File: src/lvds_front_cfg.svh
// Purpose: constants for the dual converter input front end
// Assumes: included by bare name
// Notes: definitions only
`ifndef LVDS_FRONT_CFG_SVH
`define LVDS_FRONT_CFG_SVH
`define BUS_WIDTH        8
`define SAMPLE_WIDTH     16
`define FIFO_DEPTH       16
`define FIFO_ADDR_BITS   4
`define BYTES_PER_FRAME  3'd4
`define LAST_BYTE        2'd3
`define ZERO_SAMPLE      16'h0000
`define FULL_CODE        16'hffff
`define DIVIDER_BITS     2
`define DIVIDER_RESET    2'h0
`endif

File: src/lvds_front_pkg.sv
// Purpose: types for the dual converter input front end
// Assumes: nothing
// Notes: frame layout is a-hi, a-lo, b-hi, b-lo
package lvds_front_pkg;
    typedef struct packed
    {
        logic [15:0] chan_a;
        logic [15:0] chan_b;
    } sample_pair_t;

    typedef struct packed
    {
        logic [15:0] primary;
        logic [15:0] complement;
    } current_code_t;

    typedef enum logic [1:0]
    {
        byte_a_high = 2'b00,
        byte_a_low  = 2'b01,
        byte_b_high = 2'b10,
        byte_b_low  = 2'b11
    } byte_slot_t;
endpackage : lvds_front_pkg

File: src/sample_fifo.sv
// Purpose: small sample fifo with valid/ready on both sides
// Assumes: one clock, synchronous flush
// Notes: read data comes from a register
`timescale 1ns/1ps
module sample_fifo
#(
    parameter int WIDTH = 32,
    parameter int DEPTH = 16,
    parameter int ABITS = 4
)
(
    input  wire logic             clock,
    input  wire logic             rst,
    input  wire logic             flush,
    input  wire logic             in_valid,
    output logic                  in_ready,
    input  wire logic [WIDTH-1:0] in_data,
    output logic                  out_valid,
    input  wire logic             out_ready,
    output logic      [WIDTH-1:0] out_data
);
    logic [WIDTH-1:0] mem [DEPTH];
    logic [ABITS:0]   wr_ptr;
    logic [ABITS:0]   rd_ptr;
    wire              empty = (wr_ptr == rd_ptr);
    wire              full  = (wr_ptr[ABITS-1:0] == rd_ptr[ABITS-1:0]) && (wr_ptr[ABITS] != rd_ptr[ABITS]);
    wire              pop   = !empty && (!out_valid || out_ready);
    wire              push  = in_valid && !full;

    assign in_ready = !full;

    always_ff @(posedge clock)
    begin
        if (push)
            mem[wr_ptr[ABITS-1:0]] <= in_data;
    end

    always_ff @(posedge clock or posedge rst)
    begin
        if (rst)
        begin
            wr_ptr    <= '0;
            rd_ptr    <= '0;
            out_valid <= 1'b0;
            out_data  <= '0;
        end
        else if (flush)
        begin
            wr_ptr    <= '0;
            rd_ptr    <= '0;
            out_valid <= 1'b0;
        end
        else
        begin
            if (push)
                wr_ptr <= wr_ptr + 1'b1;
            if (pop)
            begin
                rd_ptr    <= rd_ptr + 1'b1;
                out_data  <= mem[rd_ptr[ABITS-1:0]];
                out_valid <= 1'b1;
            end
            else if (out_ready)
                out_valid <= 1'b0;
        end
    end
endmodule : sample_fifo

File: src/lvds_input_front.sv
// Purpose: capture of the ddr byte bus, framing, fifo, gating and pin roles
// Assumes: ddr data arrive as two bytes per clock (rise, fall) already synchronous
// Notes on behaviour
// take data on both data clock edges
// frame marker sampled rising starts new frame
// frame marker also resets the fifo (code flushes only on a marker while started is low)
// host edge-aligns frame marker with data
// offset binary: zero code gives full sink
// complement output behaves inversely to primary
// sync strobe on rising edge resets dividers
// gate low forces datapath zeros
// serial select is active-low input only
// serial data pin is bidirectional
// reference select set makes pin input
// two 16-bit channels sent bytewise, bit7 msb
// configuration bit reverses bus bit order
// four-wire mode makes alarm pin serial output
// frame byte layout fixed with host
// fifo carries data to converter side
`timescale 1ns/1ps
`include "lvds_front_cfg.svh"
module lvds_input_front
    import lvds_front_pkg::*;
(
    input  wire logic       clock,
    input  wire logic       rst,
    input  wire logic [7:0] data_rise,
    input  wire logic [7:0] data_fall,
    input  wire logic       frame_marker,
    input  wire logic       output_sync_strobe,
    input  wire logic       transmit_gate,
    input  wire logic       reverse_bus,
    input  wire logic       serial_select_n,
    input  wire logic       serial_data_in,
    input  wire logic       serial_read_drive,
    input  wire logic       serial_read_bit,
    input  wire logic       four_wire_serial_select,
    input  wire logic       alarm_event,
    input  wire logic       alarm_polarity_high,
    input  wire logic       external_reference_select,
    input  wire logic       sample_ready,
    output logic            serial_data_out,
    output logic            serial_data_oe,
    output logic            serial_write_bit,
    output logic            serial_write_valid,
    output logic            alarm_or_serial_out,
    output logic            reference_io_oe,
    output logic            internal_reference_on,
    output logic            divider_phase_tick,
    output logic            fifo_overflow,
    output logic            sample_valid,
    output current_code_t   chan_a_current,
    output current_code_t   chan_b_current
);
    // shared by the rising and falling bytes of the ddr pair
    function automatic logic [7:0] order_bits(input logic [7:0] b, input logic rev);
        logic [7:0] r;
        r = '0;
        for (int i = 0; i < `BUS_WIDTH; i++)
            r[i] = rev ? b[`BUS_WIDTH-1-i] : b[i];
        return r;
    endfunction : order_bits

    wire  [7:0]   byte_rise = order_bits(data_rise, reverse_bus);
    wire  [7:0]   byte_fall = order_bits(data_fall, reverse_bus);

    logic [1:0]   pair_index;
    logic [7:0]   a_high;
    logic [7:0]   b_high;
    logic         word_valid;
    sample_pair_t word;
    logic         fifo_ready;
    logic         out_valid;
    sample_pair_t out_word;
    logic         started;

    // marker taken with the rising byte; pair 0 = a hi/lo, pair 1 = b hi/lo
    wire          frame_start = frame_marker;
    wire          gate_open   = transmit_gate;
    wire          accept_pair = gate_open && (frame_start || started);
    wire          last_pair   = frame_start ? 1'b0 : (pair_index == 2'd1);

    always_ff @(posedge clock or posedge rst)
    begin
        if (rst)
        begin
            pair_index <= '0;
            a_high     <= '0;
            b_high     <= '0;
            started    <= 1'b0;
            word_valid <= 1'b0;
            word       <= '0;
        end
        else
        begin
            word_valid <= 1'b0;
            if (!gate_open)
                started <= 1'b0;
            else if (accept_pair)
            begin
                started <= 1'b1;
                if (frame_start || !last_pair)
                begin
                    a_high     <= byte_rise;
                    b_high     <= byte_fall;
                    pair_index <= 2'd1;
                end
                else
                begin
                    word       <= '{chan_a: {a_high, b_high}, chan_b: {byte_rise, byte_fall}};
                    word_valid <= 1'b1;
                    pair_index <= 2'd0;
                end
            end
        end
    end

    sample_fifo #(
        .WIDTH (2*`SAMPLE_WIDTH),
        .DEPTH (`FIFO_DEPTH),
        .ABITS (`FIFO_ADDR_BITS)
    ) u_fifo (
        .clock     (clock),
        .rst       (rst),
        .flush     (frame_start && !started),
        .in_valid  (word_valid),
        .in_ready  (fifo_ready),
        .in_data   (word),
        .out_valid (out_valid),
        .out_ready (sample_ready),
        .out_data  (out_word)
    );

    wire  [15:0] code_a = gate_open ? out_word.chan_a : `ZERO_SAMPLE;
    wire  [15:0] code_b = gate_open ? out_word.chan_b : `ZERO_SAMPLE;
    logic [`DIVIDER_BITS-1:0] divider;

    always_ff @(posedge clock or posedge rst)
    begin
        if (rst)
        begin
            chan_a_current     <= '{primary: `FULL_CODE, complement: `ZERO_SAMPLE};
            chan_b_current     <= '{primary: `FULL_CODE, complement: `ZERO_SAMPLE};
            sample_valid       <= 1'b0;
            fifo_overflow      <= 1'b0;
            divider            <= `DIVIDER_RESET;
            divider_phase_tick <= 1'b0;
        end
        else
        begin
            // sink level: zero code = full sink on primary
            chan_a_current     <= '{primary: `FULL_CODE - code_a, complement: code_a};
            chan_b_current     <= '{primary: `FULL_CODE - code_b, complement: code_b};
            sample_valid       <= out_valid && gate_open;
            fifo_overflow      <= word_valid && !fifo_ready;
            divider            <= output_sync_strobe ? `DIVIDER_RESET : divider + 1'b1;
            divider_phase_tick <= output_sync_strobe || (divider == `DIVIDER_RESET);
        end
    end

    wire alarm_level = alarm_polarity_high ? alarm_event : !alarm_event;
    wire selected    = !serial_select_n;

    always_ff @(posedge clock or posedge rst)
    begin
        if (rst)
        begin
            serial_data_out       <= 1'b0;
            serial_data_oe        <= 1'b0;
            serial_write_bit      <= 1'b0;
            serial_write_valid    <= 1'b0;
            alarm_or_serial_out   <= 1'b1;
            reference_io_oe       <= 1'b1;
            internal_reference_on <= 1'b1;
        end
        else
        begin
            // reads drive the data pin in both modes; four-wire mode also copies them to the alarm pin
            serial_data_out       <= serial_read_bit;
            serial_data_oe        <= selected && serial_read_drive;
            serial_write_bit      <= serial_data_in;
            serial_write_valid    <= selected && !serial_read_drive;
            alarm_or_serial_out   <= four_wire_serial_select ? serial_read_bit : alarm_level;
            reference_io_oe       <= !external_reference_select;
            internal_reference_on <= !external_reference_select;
        end
    end
endmodule : lvds_input_front

File: config.mk
export PLATFORM = sky130hd
export DESIGN_NAME = lvds_input_front
export DESIGN_NICKNAME = d
export VERILOG_FILES = /design/src/lvds_front_pkg.sv /design/src/sample_fifo.sv /design/src/lvds_input_front.sv
export VERILOG_INCLUDE_DIRS = /design/src
export SDC_FILE = /design/constraint.sdc
export NUM_CORES = 1
export LEC_CHECK = 0
export BUFFER_PORTS_ARGS = -buffer_cell sky130_fd_sc_hd__buf_2
export CAP_MARGIN = 15
export CORE_MARGIN = 3
export CORE_UTILIZATION = 60
export DETAILED_ROUTE_END_ITERATION = 10
export PLACE_DENSITY = 0.78
export SLEW_MARGIN = 30
export SYNTH_ARGS = -nofsm -noshare
export SYNTH_HDL_FRONTEND = slang
export SYNTH_HIERARCHICAL = 1
export SYNTH_SLANG_ARGS = --single-unit
File: constraint.sdc
create_clock -name clock -period 11.1 [get_ports clock]
set_input_delay 1.665 -clock clock [delete_from_list [all_inputs] [get_ports clock]]
set_output_delay 1.665 -clock clock [all_outputs]
set_load 0.05 [all_outputs]
==> implementation parameters, run 1 <==
Parameter                              Value

Run
  # Max-Cap Violations ... 0

Placement
  Placer Congestion ... around 0.75
  Sum of net half-perimeters after detailed placement ... 28020 um
  Quantity of I/O buffers inserted on ports ... ~100

GRT
  Vias in the first global route ... 13100
  First-pass GRT wire length ... 83120 um
  Pin count of the biggest net entering global routing ... 78
  Number of antenna violations at the first check in global routing ... 0
  Gr ovfl total ... 0
  Overall Global Routing Usage ... 25.79%

Finish
  Most frequent cells in the layout ... edfxtp_1 (512), dfrtp_1 (133), mux4_2 (128), buf_2 (104), nand2_1 (97)
  Most common cell after layout, fill and taps aside ... edfxtp_1
  Filler Cells Inserted ... ~2500
  Share of post-route cells with drive strength above 1 ... 31.40%
  # nets final ... between 1000 and 1500
  Signed area change from the synthesized netlist to the final layout ... 12.86%
  Final standard cell utilization of the core ... between 60% and 70%
  N_diodes ... 0

Worst hold path
  WHS Path Cells ... 1
  Class of the tightest hold or removal check ... register to register

STA
  Transition at the pin with the smallest max-transition slack ... 0.9132 ns
  Relative slew slack ... 39.00%
  RSZ-0062 raised after global routing ... no
  Clock Skew ... 0.02105 ns
  Count of final max-slew check failures ... 0
  Number of failing hold endpoints at the final stage ... 0
  Total of endpoints with negative setup slack in the final report ... 0
  Final worst path period need ... 3.343 ns
  Max Clock Freq ... between 200 and 300 MHz
  Period Utilization, post-route ... 30.11%
  Smallest hold slack ... ~0.42 ns
  Setup Total Neg Slack ... 0 ns

Setup path
  Element type at the critical path start ... register
  Maximum net fanout on the critical path ... 56
  Signal arrival time at the worst endpoint ... 3.57 ns
  Critical Path End Type ... register
  Depth of the worst register-to-register path ... 5
  WS Path Type ... register to register
  Data required time of the worst path ... approximately 11 ns

Floorplanning
  Area of the core ... 41480 sq um
  Std cell rows ... 74
  Effective utilization at floorplan ... about three fifths
  Die Outline Area ... 45090 sq um
  Top Ports ... between 100 and 150
  Height of the die ... 212.3 um
  Die extent in x ... roughly 210 um

Clocking
  Reg clk slew, reported paths ... 0.06 ns
  Number of clock sinks ... approximately 700
  Clock tree buffer depth ... 3
  Number of levels in the clock H-tree ... 3
  Clock tree from TritonCTS ... yes
  Number of setup buffers added after CTS ... 0
  Latest clock arrival within the worst-skew pair ... 0.58 ns
  Count of cells resized by post-cts repair ... 0
  CTS Root Cell ... clkbuf_16
  Hold Buf Count CTS ... 0
  Num CTS Buffers ... 66

Status
  Run status ... complete, no violations

Yosys
  Main combinational cell family by area after synthesis ... multiplexers
  Average cell area after synthesis ... 19.99 sq um
  Register bit count reported by yosys ... between 600 and 700
  Fraction of the mapped netlist area in compound gates ... 2.821%
  Xor and xnor area share after synthesis ... 0.5191%
  Number of library cell types mapped by synthesis ... 41
  Simple-gate share of the synthesized area ... under 10%
  Fraction of the yosys area taken by sequential cells ... 76.90%
  Syn. warnings ... 6
  Gate count after technology mapping ... 1278
  Share of synthesized registers carrying an async set or reset ... 24.82%
  Post-Synthesis Net Count ... about 1300
  Mapped cell area ... 25550 sq um
  Arithmetic-cell share of the synthesized area counting full adders, half adders and majority gates ... 0.2939%
  Share of cell area taken by muxes after synthesis ... 14.51%
  Count of flip-flops with a built-in enable after synthesis ... slightly above 500
  Main synth FF type ... edfxtp_1

Route
  Routed vias/inst ... roughly 6.3
  Post-DRT Antenna Nets ... 0
  Aggregate routed wire length ... 55940 um
  Via count ... 12650
  Initial drt markers ... approximately 1600
  Average wire length per cell after detail routing ... 28.05 um
  Number of design rule violations left after detail routing ... 0
  Detailed Routing Iterations Pass 1 ... 5

Power and ir drop
  Post-layout total power ... between 6 and 7 mW
  PD cells ... 242.3 nW/um^2
  Leakage power figure ... 10.58 nW
  IR drop worst, VDD ... 0.1370 mV
==> synth_stat cells (3+ instances only) <==
library cell / n / area share [%]
buf_12: 3 / 0.24
o211ai_1: 3 / 0.088
dfstp_2: 34 / 3.5
buf_1: 5 / 0.073
nor2_1: 16 / 0.24
mux2i_1: 34 / 1.3
edfxtp_1: 512 / 60
a22oi_1: 64 / 1.9
and3_1: 13 / 0.32
buf_6: 3 / 0.13
inv_1: 57 / 0.84
and2_1: 3 / 0.073
buf_4: 8 / 0.24
mux2_4: 30 / 1.8
dfrtp_1: 135 / 13
o21ai_0: 22 / 0.43
nor2b_1: 11 / 0.27
o21ai_1: 12 / 0.24
mux2_2: 3 / 0.13
mux4_2: 128 / 11
ha_1: 6 / 0.29
nand2_1: 97 / 1.4
clkbuf_1: 31 / 0.46
buf_2: 18 / 0.35
xor2_1: 6 / 0.21
o21a_1: 3 / 0.088
xnor2_1: 6 / 0.21
==> final timing paths <==
kind,startpoint,end,slack [ns]
min,divider[0],divider[0],0.42
min reg2reg,divider[0],divider[0],0.42
max,u_fifo/rd_ptr[1],u_fifo/mem[6][31],7.76
max reg2reg,u_fifo/rd_ptr[1],u_fifo/mem[6][31],7.76
max in group asynchronous,rst,word[27],8.73
min in group asynchronous,rst,chan_a_current[15],1.21
==> cell families (layout without fill, tap and decap cells) <==
family,Yosys count,in the layout
flops,681,681
simple gates,150,150
buf+inv,126,310
xor+xnor,13,13
fa+ha+maj,6,6
compound gates,107,107
mux,195,195
==> state kept, by name, indices dropped and copies added (netlist names) <==
signal and cells:
word 32, a_high 8, u_fifo/wr_ptr 5, alarm_or_serial_out 1, pair_index 1, divider 2
b_high 8, chan_a_current 32, internal_reference_on 1, u_fifo/rd_ptr 5, u_fifo/out_data 32, word_valid 1
started 1, u_fifo/out_valid 1, u_fifo/mem 512, serial_write_bit 1, serial_data_oe 1, serial_write_valid 1
fifo_overflow 1, divider_phase_tick 1, sample_valid 1, serial_data_out 1, chan_b_current 32
==> where the power goes <==
| group | internal, mW | leakage [nW] | switching [mW] |
|---|---|---|---|
| Combinational | 0.615 | 2.81 | 0.767 |
| Clock | 1.32 | 1.09 | 0.910 |
| Sequential | 3.10 | 6.68 | 0.275 |
==> final cells by class <==
cell class	count	area, sq um	share of cell area (%)
multi-input combinational	471	5345	18.54
clock inverter	21	160.2	0.5555
clock buffer	99	2031	7.043
inverter	57	219.0	0.7594
sequential	681	19650	68.16
tap	532	665.6	2.309
timing repair buffer	133	758.2	2.630
==> stage by stage <==
| stage | area (sq um) | cells | worst slack (ns) |
|---|---|---|---|
| after floorplan | 25550 | 1278 | 6.135 |
| after global placement | 26610 | 1873 | 7.334 |
| after detailed placement | 26640 | 1874 | 7.244 |
| after CTS | 28830 | 1994 | 7.745 |
| after global routing | 28830 | 1994 | 7.577 |
| final | 28830 | 1994 | 7.757 |
==> metal layers <==
metal	wire (um)	GRT usage (%)	part of all wire, %	vias to the layer above
met4	1856	10.39	3.3	0
met5	0	0	0	-
li1	-	-	-	5238
met1	20970	35.92	37	6503
met3	6764	7.289	12	134
met2	26340	39.55	47	770
==> worst max-delay path: stages (launching register included) <==
cell and delay (ns):
dfrtp_4 0.97, xnor2_1 0.18, nand4_2 0.25, o21a_1 0.40, and3_2 0.70, buf_4 0.46
(Power assumes the default switching activity.)
==> run 2, diff against run 1 <==
==> constraint.sdc (replaced) <==
create_clock -name clock -period 3.15 [get_ports clock]
set_input_delay 0.4725 -clock clock [delete_from_list [all_inputs] [get_ports clock]]
set_output_delay 0.4725 -clock clock [all_outputs]
set_load 0.05 [all_outputs]
==> run 2 against run 1 <==
- clock skew is 0.0042 ns higher
- highest routed layer unchanged
- first-iteration DRC count is 0.67% higher
- sequential power grew to 3.5 times the previous value
- routed wire length grew 1.9%
- via count up 2.1%
- worst setup slack worse by 7.3 ns
==> implementation parameters, run 2 (synthesis results as in run 1) <==
Parameter                              Value

GRT
  GR met3 Demand/Resource ... 6.611% (was 7.289%)
  First-pass GRT wire length ... 85260 um (was 83120 um)
  Pin count of the biggest net entering global routing ... 132 (was 78)
  Met1 track utilization from global routing ... 36.84% (was 35.92%)
  Met2 Use GR ... 41.35% (was 39.55%)
  Number of antenna violations at the first check in global routing ... 0 (unchanged)
  Overall Global Routing Usage ... 26.27% (was 25.79%)
  Busiest layer in global routing ... met2 (unchanged)
  Gr ovfl total ... 0 (unchanged)
  Vias in the first global route ... 13370 (was 13100)

Route
  Aggregate routed wire length ... 57010 um (was 55940 um)
  Average wire length per cell after detail routing ... 28.24 um (was 28.05 um)
  Number of design rule violations left after detail routing ... 0 (unchanged)
  Initial drt markers ... 1652 (was 1641)
  Post-DRT Antenna Nets ... 0 (unchanged)
  Detailed Routing Iterations Pass 1 ... 5 (unchanged)
  Routed vias/inst ... 6.394 (was 6.342)
  Via count ... 12910 (was 12650)

Placement
  Number of placed instances, taps included ... 1890 (was 1874)
  Sum of net half-perimeters after detailed placement ... 31690 um (was 28020 um)
  Placer Congestion ... 0.7603 (was 0.7493)
  Quantity of I/O buffers inserted on ports ... 104 (unchanged)

Power and ir drop
  Post-layout total power ... 24.91 mW (was 6.987 mW)
  PD cells ... 848.8 nW/um^2 (was 242.3 nW/um^2)
  IR drop worst, VDD ... 0.7069 mV (was 0.1370 mV)
  Leakage power figure ... 10.74 nW (was 10.58 nW)

Clocking
  Clock tree from TritonCTS ... yes (unchanged)
  Clock tree buffer depth ... 3 (unchanged)
  Count of cells resized by post-cts repair ... 0 (unchanged)
  CTS Root Cell ... clkbuf_16 (unchanged)
  Reg clk slew, reported paths ... 0.06 ns (about the same)
  Num CTS Buffers ... 68 (was 66)
  Number of clock sinks ... 681 (unchanged)
  Number of levels in the clock H-tree ... 3 (unchanged)
  Number of setup buffers added after CTS ... 0 (unchanged)
  Latest clock arrival within the worst-skew pair ... 0.59 ns (was 0.58 ns)

STA
  Max Clock Freq ... 373.7 MHz (was 299.2 MHz)
  Clock Skew ... 0.02523 ns (was 0.02105 ns)
  Setup Total Neg Slack ... 0 ns (unchanged)
  Smallest hold slack ... 0.05093 ns (was 0.4199 ns)
  Count of final max-slew check failures ... 0 (unchanged)
  Final worst path period need ... 2.676 ns (was 3.343 ns)
  Relative slew slack ... 34.59% (was 39.00%)
  Number of failing hold endpoints at the final stage ... 0 (unchanged)
  Total of endpoints with negative setup slack in the final report ... 0 (unchanged)
  Period Utilization, post-route ... 84.94% (was 30.11%)
  Transition at the pin with the smallest max-transition slack ... 0.9811 ns (was 0.9132 ns)
  RSZ-0062 raised after global routing ... no (unchanged)

Setup path
  Data required time of the worst path ... 3.43 ns (was 11.33 ns)
  Signal arrival time at the worst endpoint ... 2.96 ns (was 3.57 ns)
  Critical Path End Type ... register (unchanged)
  Element type at the critical path start ... register (unchanged)
  WS Path Type ... register to register (unchanged)
  Maximum net fanout on the critical path ... 15 (was 56)

Floorplanning
  Height of the die ... 212.3 um (unchanged)
  Std cell rows ... 74 (unchanged)
  Die Outline Area ... 45090 sq um (unchanged)
  Die extent in x ... 212.3 um (unchanged)
  Area of the core ... 41480 sq um (unchanged)
  Top Ports ... 105 (unchanged)
  Effective utilization at floorplan ... 61.59% (unchanged)

Finish
  # nets final ... 1469 (was 1447)
  Number of cells in the finished layout apart from fillers ... 2019 (was 1994)
  Most frequent cells in the layout ... edfxtp_1 (512), dfrtp_1 (133), mux4_2 (128), buf_2 (104), nand2_1 (97) (unchanged)
  N_diodes ... 0 (unchanged)
  Share of post-route cells with drive strength above 1 ... 31.54% (was 31.40%)
  Max reg flops ... 512 (unchanged)
  Most common cell after layout, fill and taps aside ... edfxtp_1 (unchanged)
  Signed area change from the synthesized netlist to the final layout ... 14.86% (was 12.86%)

Worst hold path
  Class of the tightest hold or removal check ... input pin to register (was register to register)

Run
  # Max-Cap Violations ... 0 (unchanged)

Status
  Run status ... complete, no violations (unchanged)
run 2: worst max-delay path, cell delays in order, from the launching register on:
cell	delay [ns]
dfrtp_1	0.49
xnor2_1	0.19
nand4_2	0.12
buf_4	0.16
o21a_1	0.47
and3_2	0.69
buf_12	0.24
run 2: layer usage:
layer  part of all wire (%)  vias up
met5                      0        -
met4                    3.0        0
met3                     11      136
met2                     49      794
met1                     37     6686
li1                       -     5293
run 2: path summary, 6_finish.rpt:
path | depth (start not counted) | start | slack (ns) | to
worst max-delay path | 6 | u_fifo/wr_ptr[2] | 0.47 | u_fifo/mem[9][12]
worst min-delay path | 2 | serial_select_n | 0.05 | serial_write_valid
worst max register to register | 6 | u_fifo/wr_ptr[2] | 0.47 | u_fifo/mem[9][12]
worst min register to register | 1 | u_fifo/out_data[29] | 0.41 | chan_a_current[29]
max in group asynchronous | 4 | rst | 1.88 | chan_b_current[29]
min in group asynchronous | 3 | rst | 0.54 | chan_a_current[9]
run 2: metrics by stage:
| step | setup WS (ns) | cell area (sq um) | utilization [%] |
|---|---|---|---|
| after floorplan | 0.2697 | 25560 | - |
| after global placement | 0.6195 | 27070 | 65.27 |
| after detailed placement | 0.5711 | 27090 | 65.31 |
| after CTS | 0.5161 | 29340 | 70.74 |
| after global routing | 0.3982 | 29340 | 70.74 |
| final | 0.4743 | 29340 | 70.74 |
run 2: area by class of cell:
cell class | instances | area [sq um]
Inverter | 57 | 217.7
Sequential cell | 681 | 19650
Clock buffer | 100 | 1987
Clock inverter | 25 | 227.7
Fill cell | 2404 | 12140
Tap cell | 532 | 665.6
Multi-Input combinational cell | 471 | 5360
Timing Repair Buffer | 153 | 1231
run 2: repair_timing:
item | 4_1_cts | 5_1_grt
hold buffers | 4 | 0
hold endpoints to repair | 17 | 0
setup endpoints to repair | 0 | 0
run 2: report_power, final:
part           internal (mW)  switching (mW)
Clock                   4.65            3.29
Combinational           2.24            2.89
Sequential              10.9           0.891
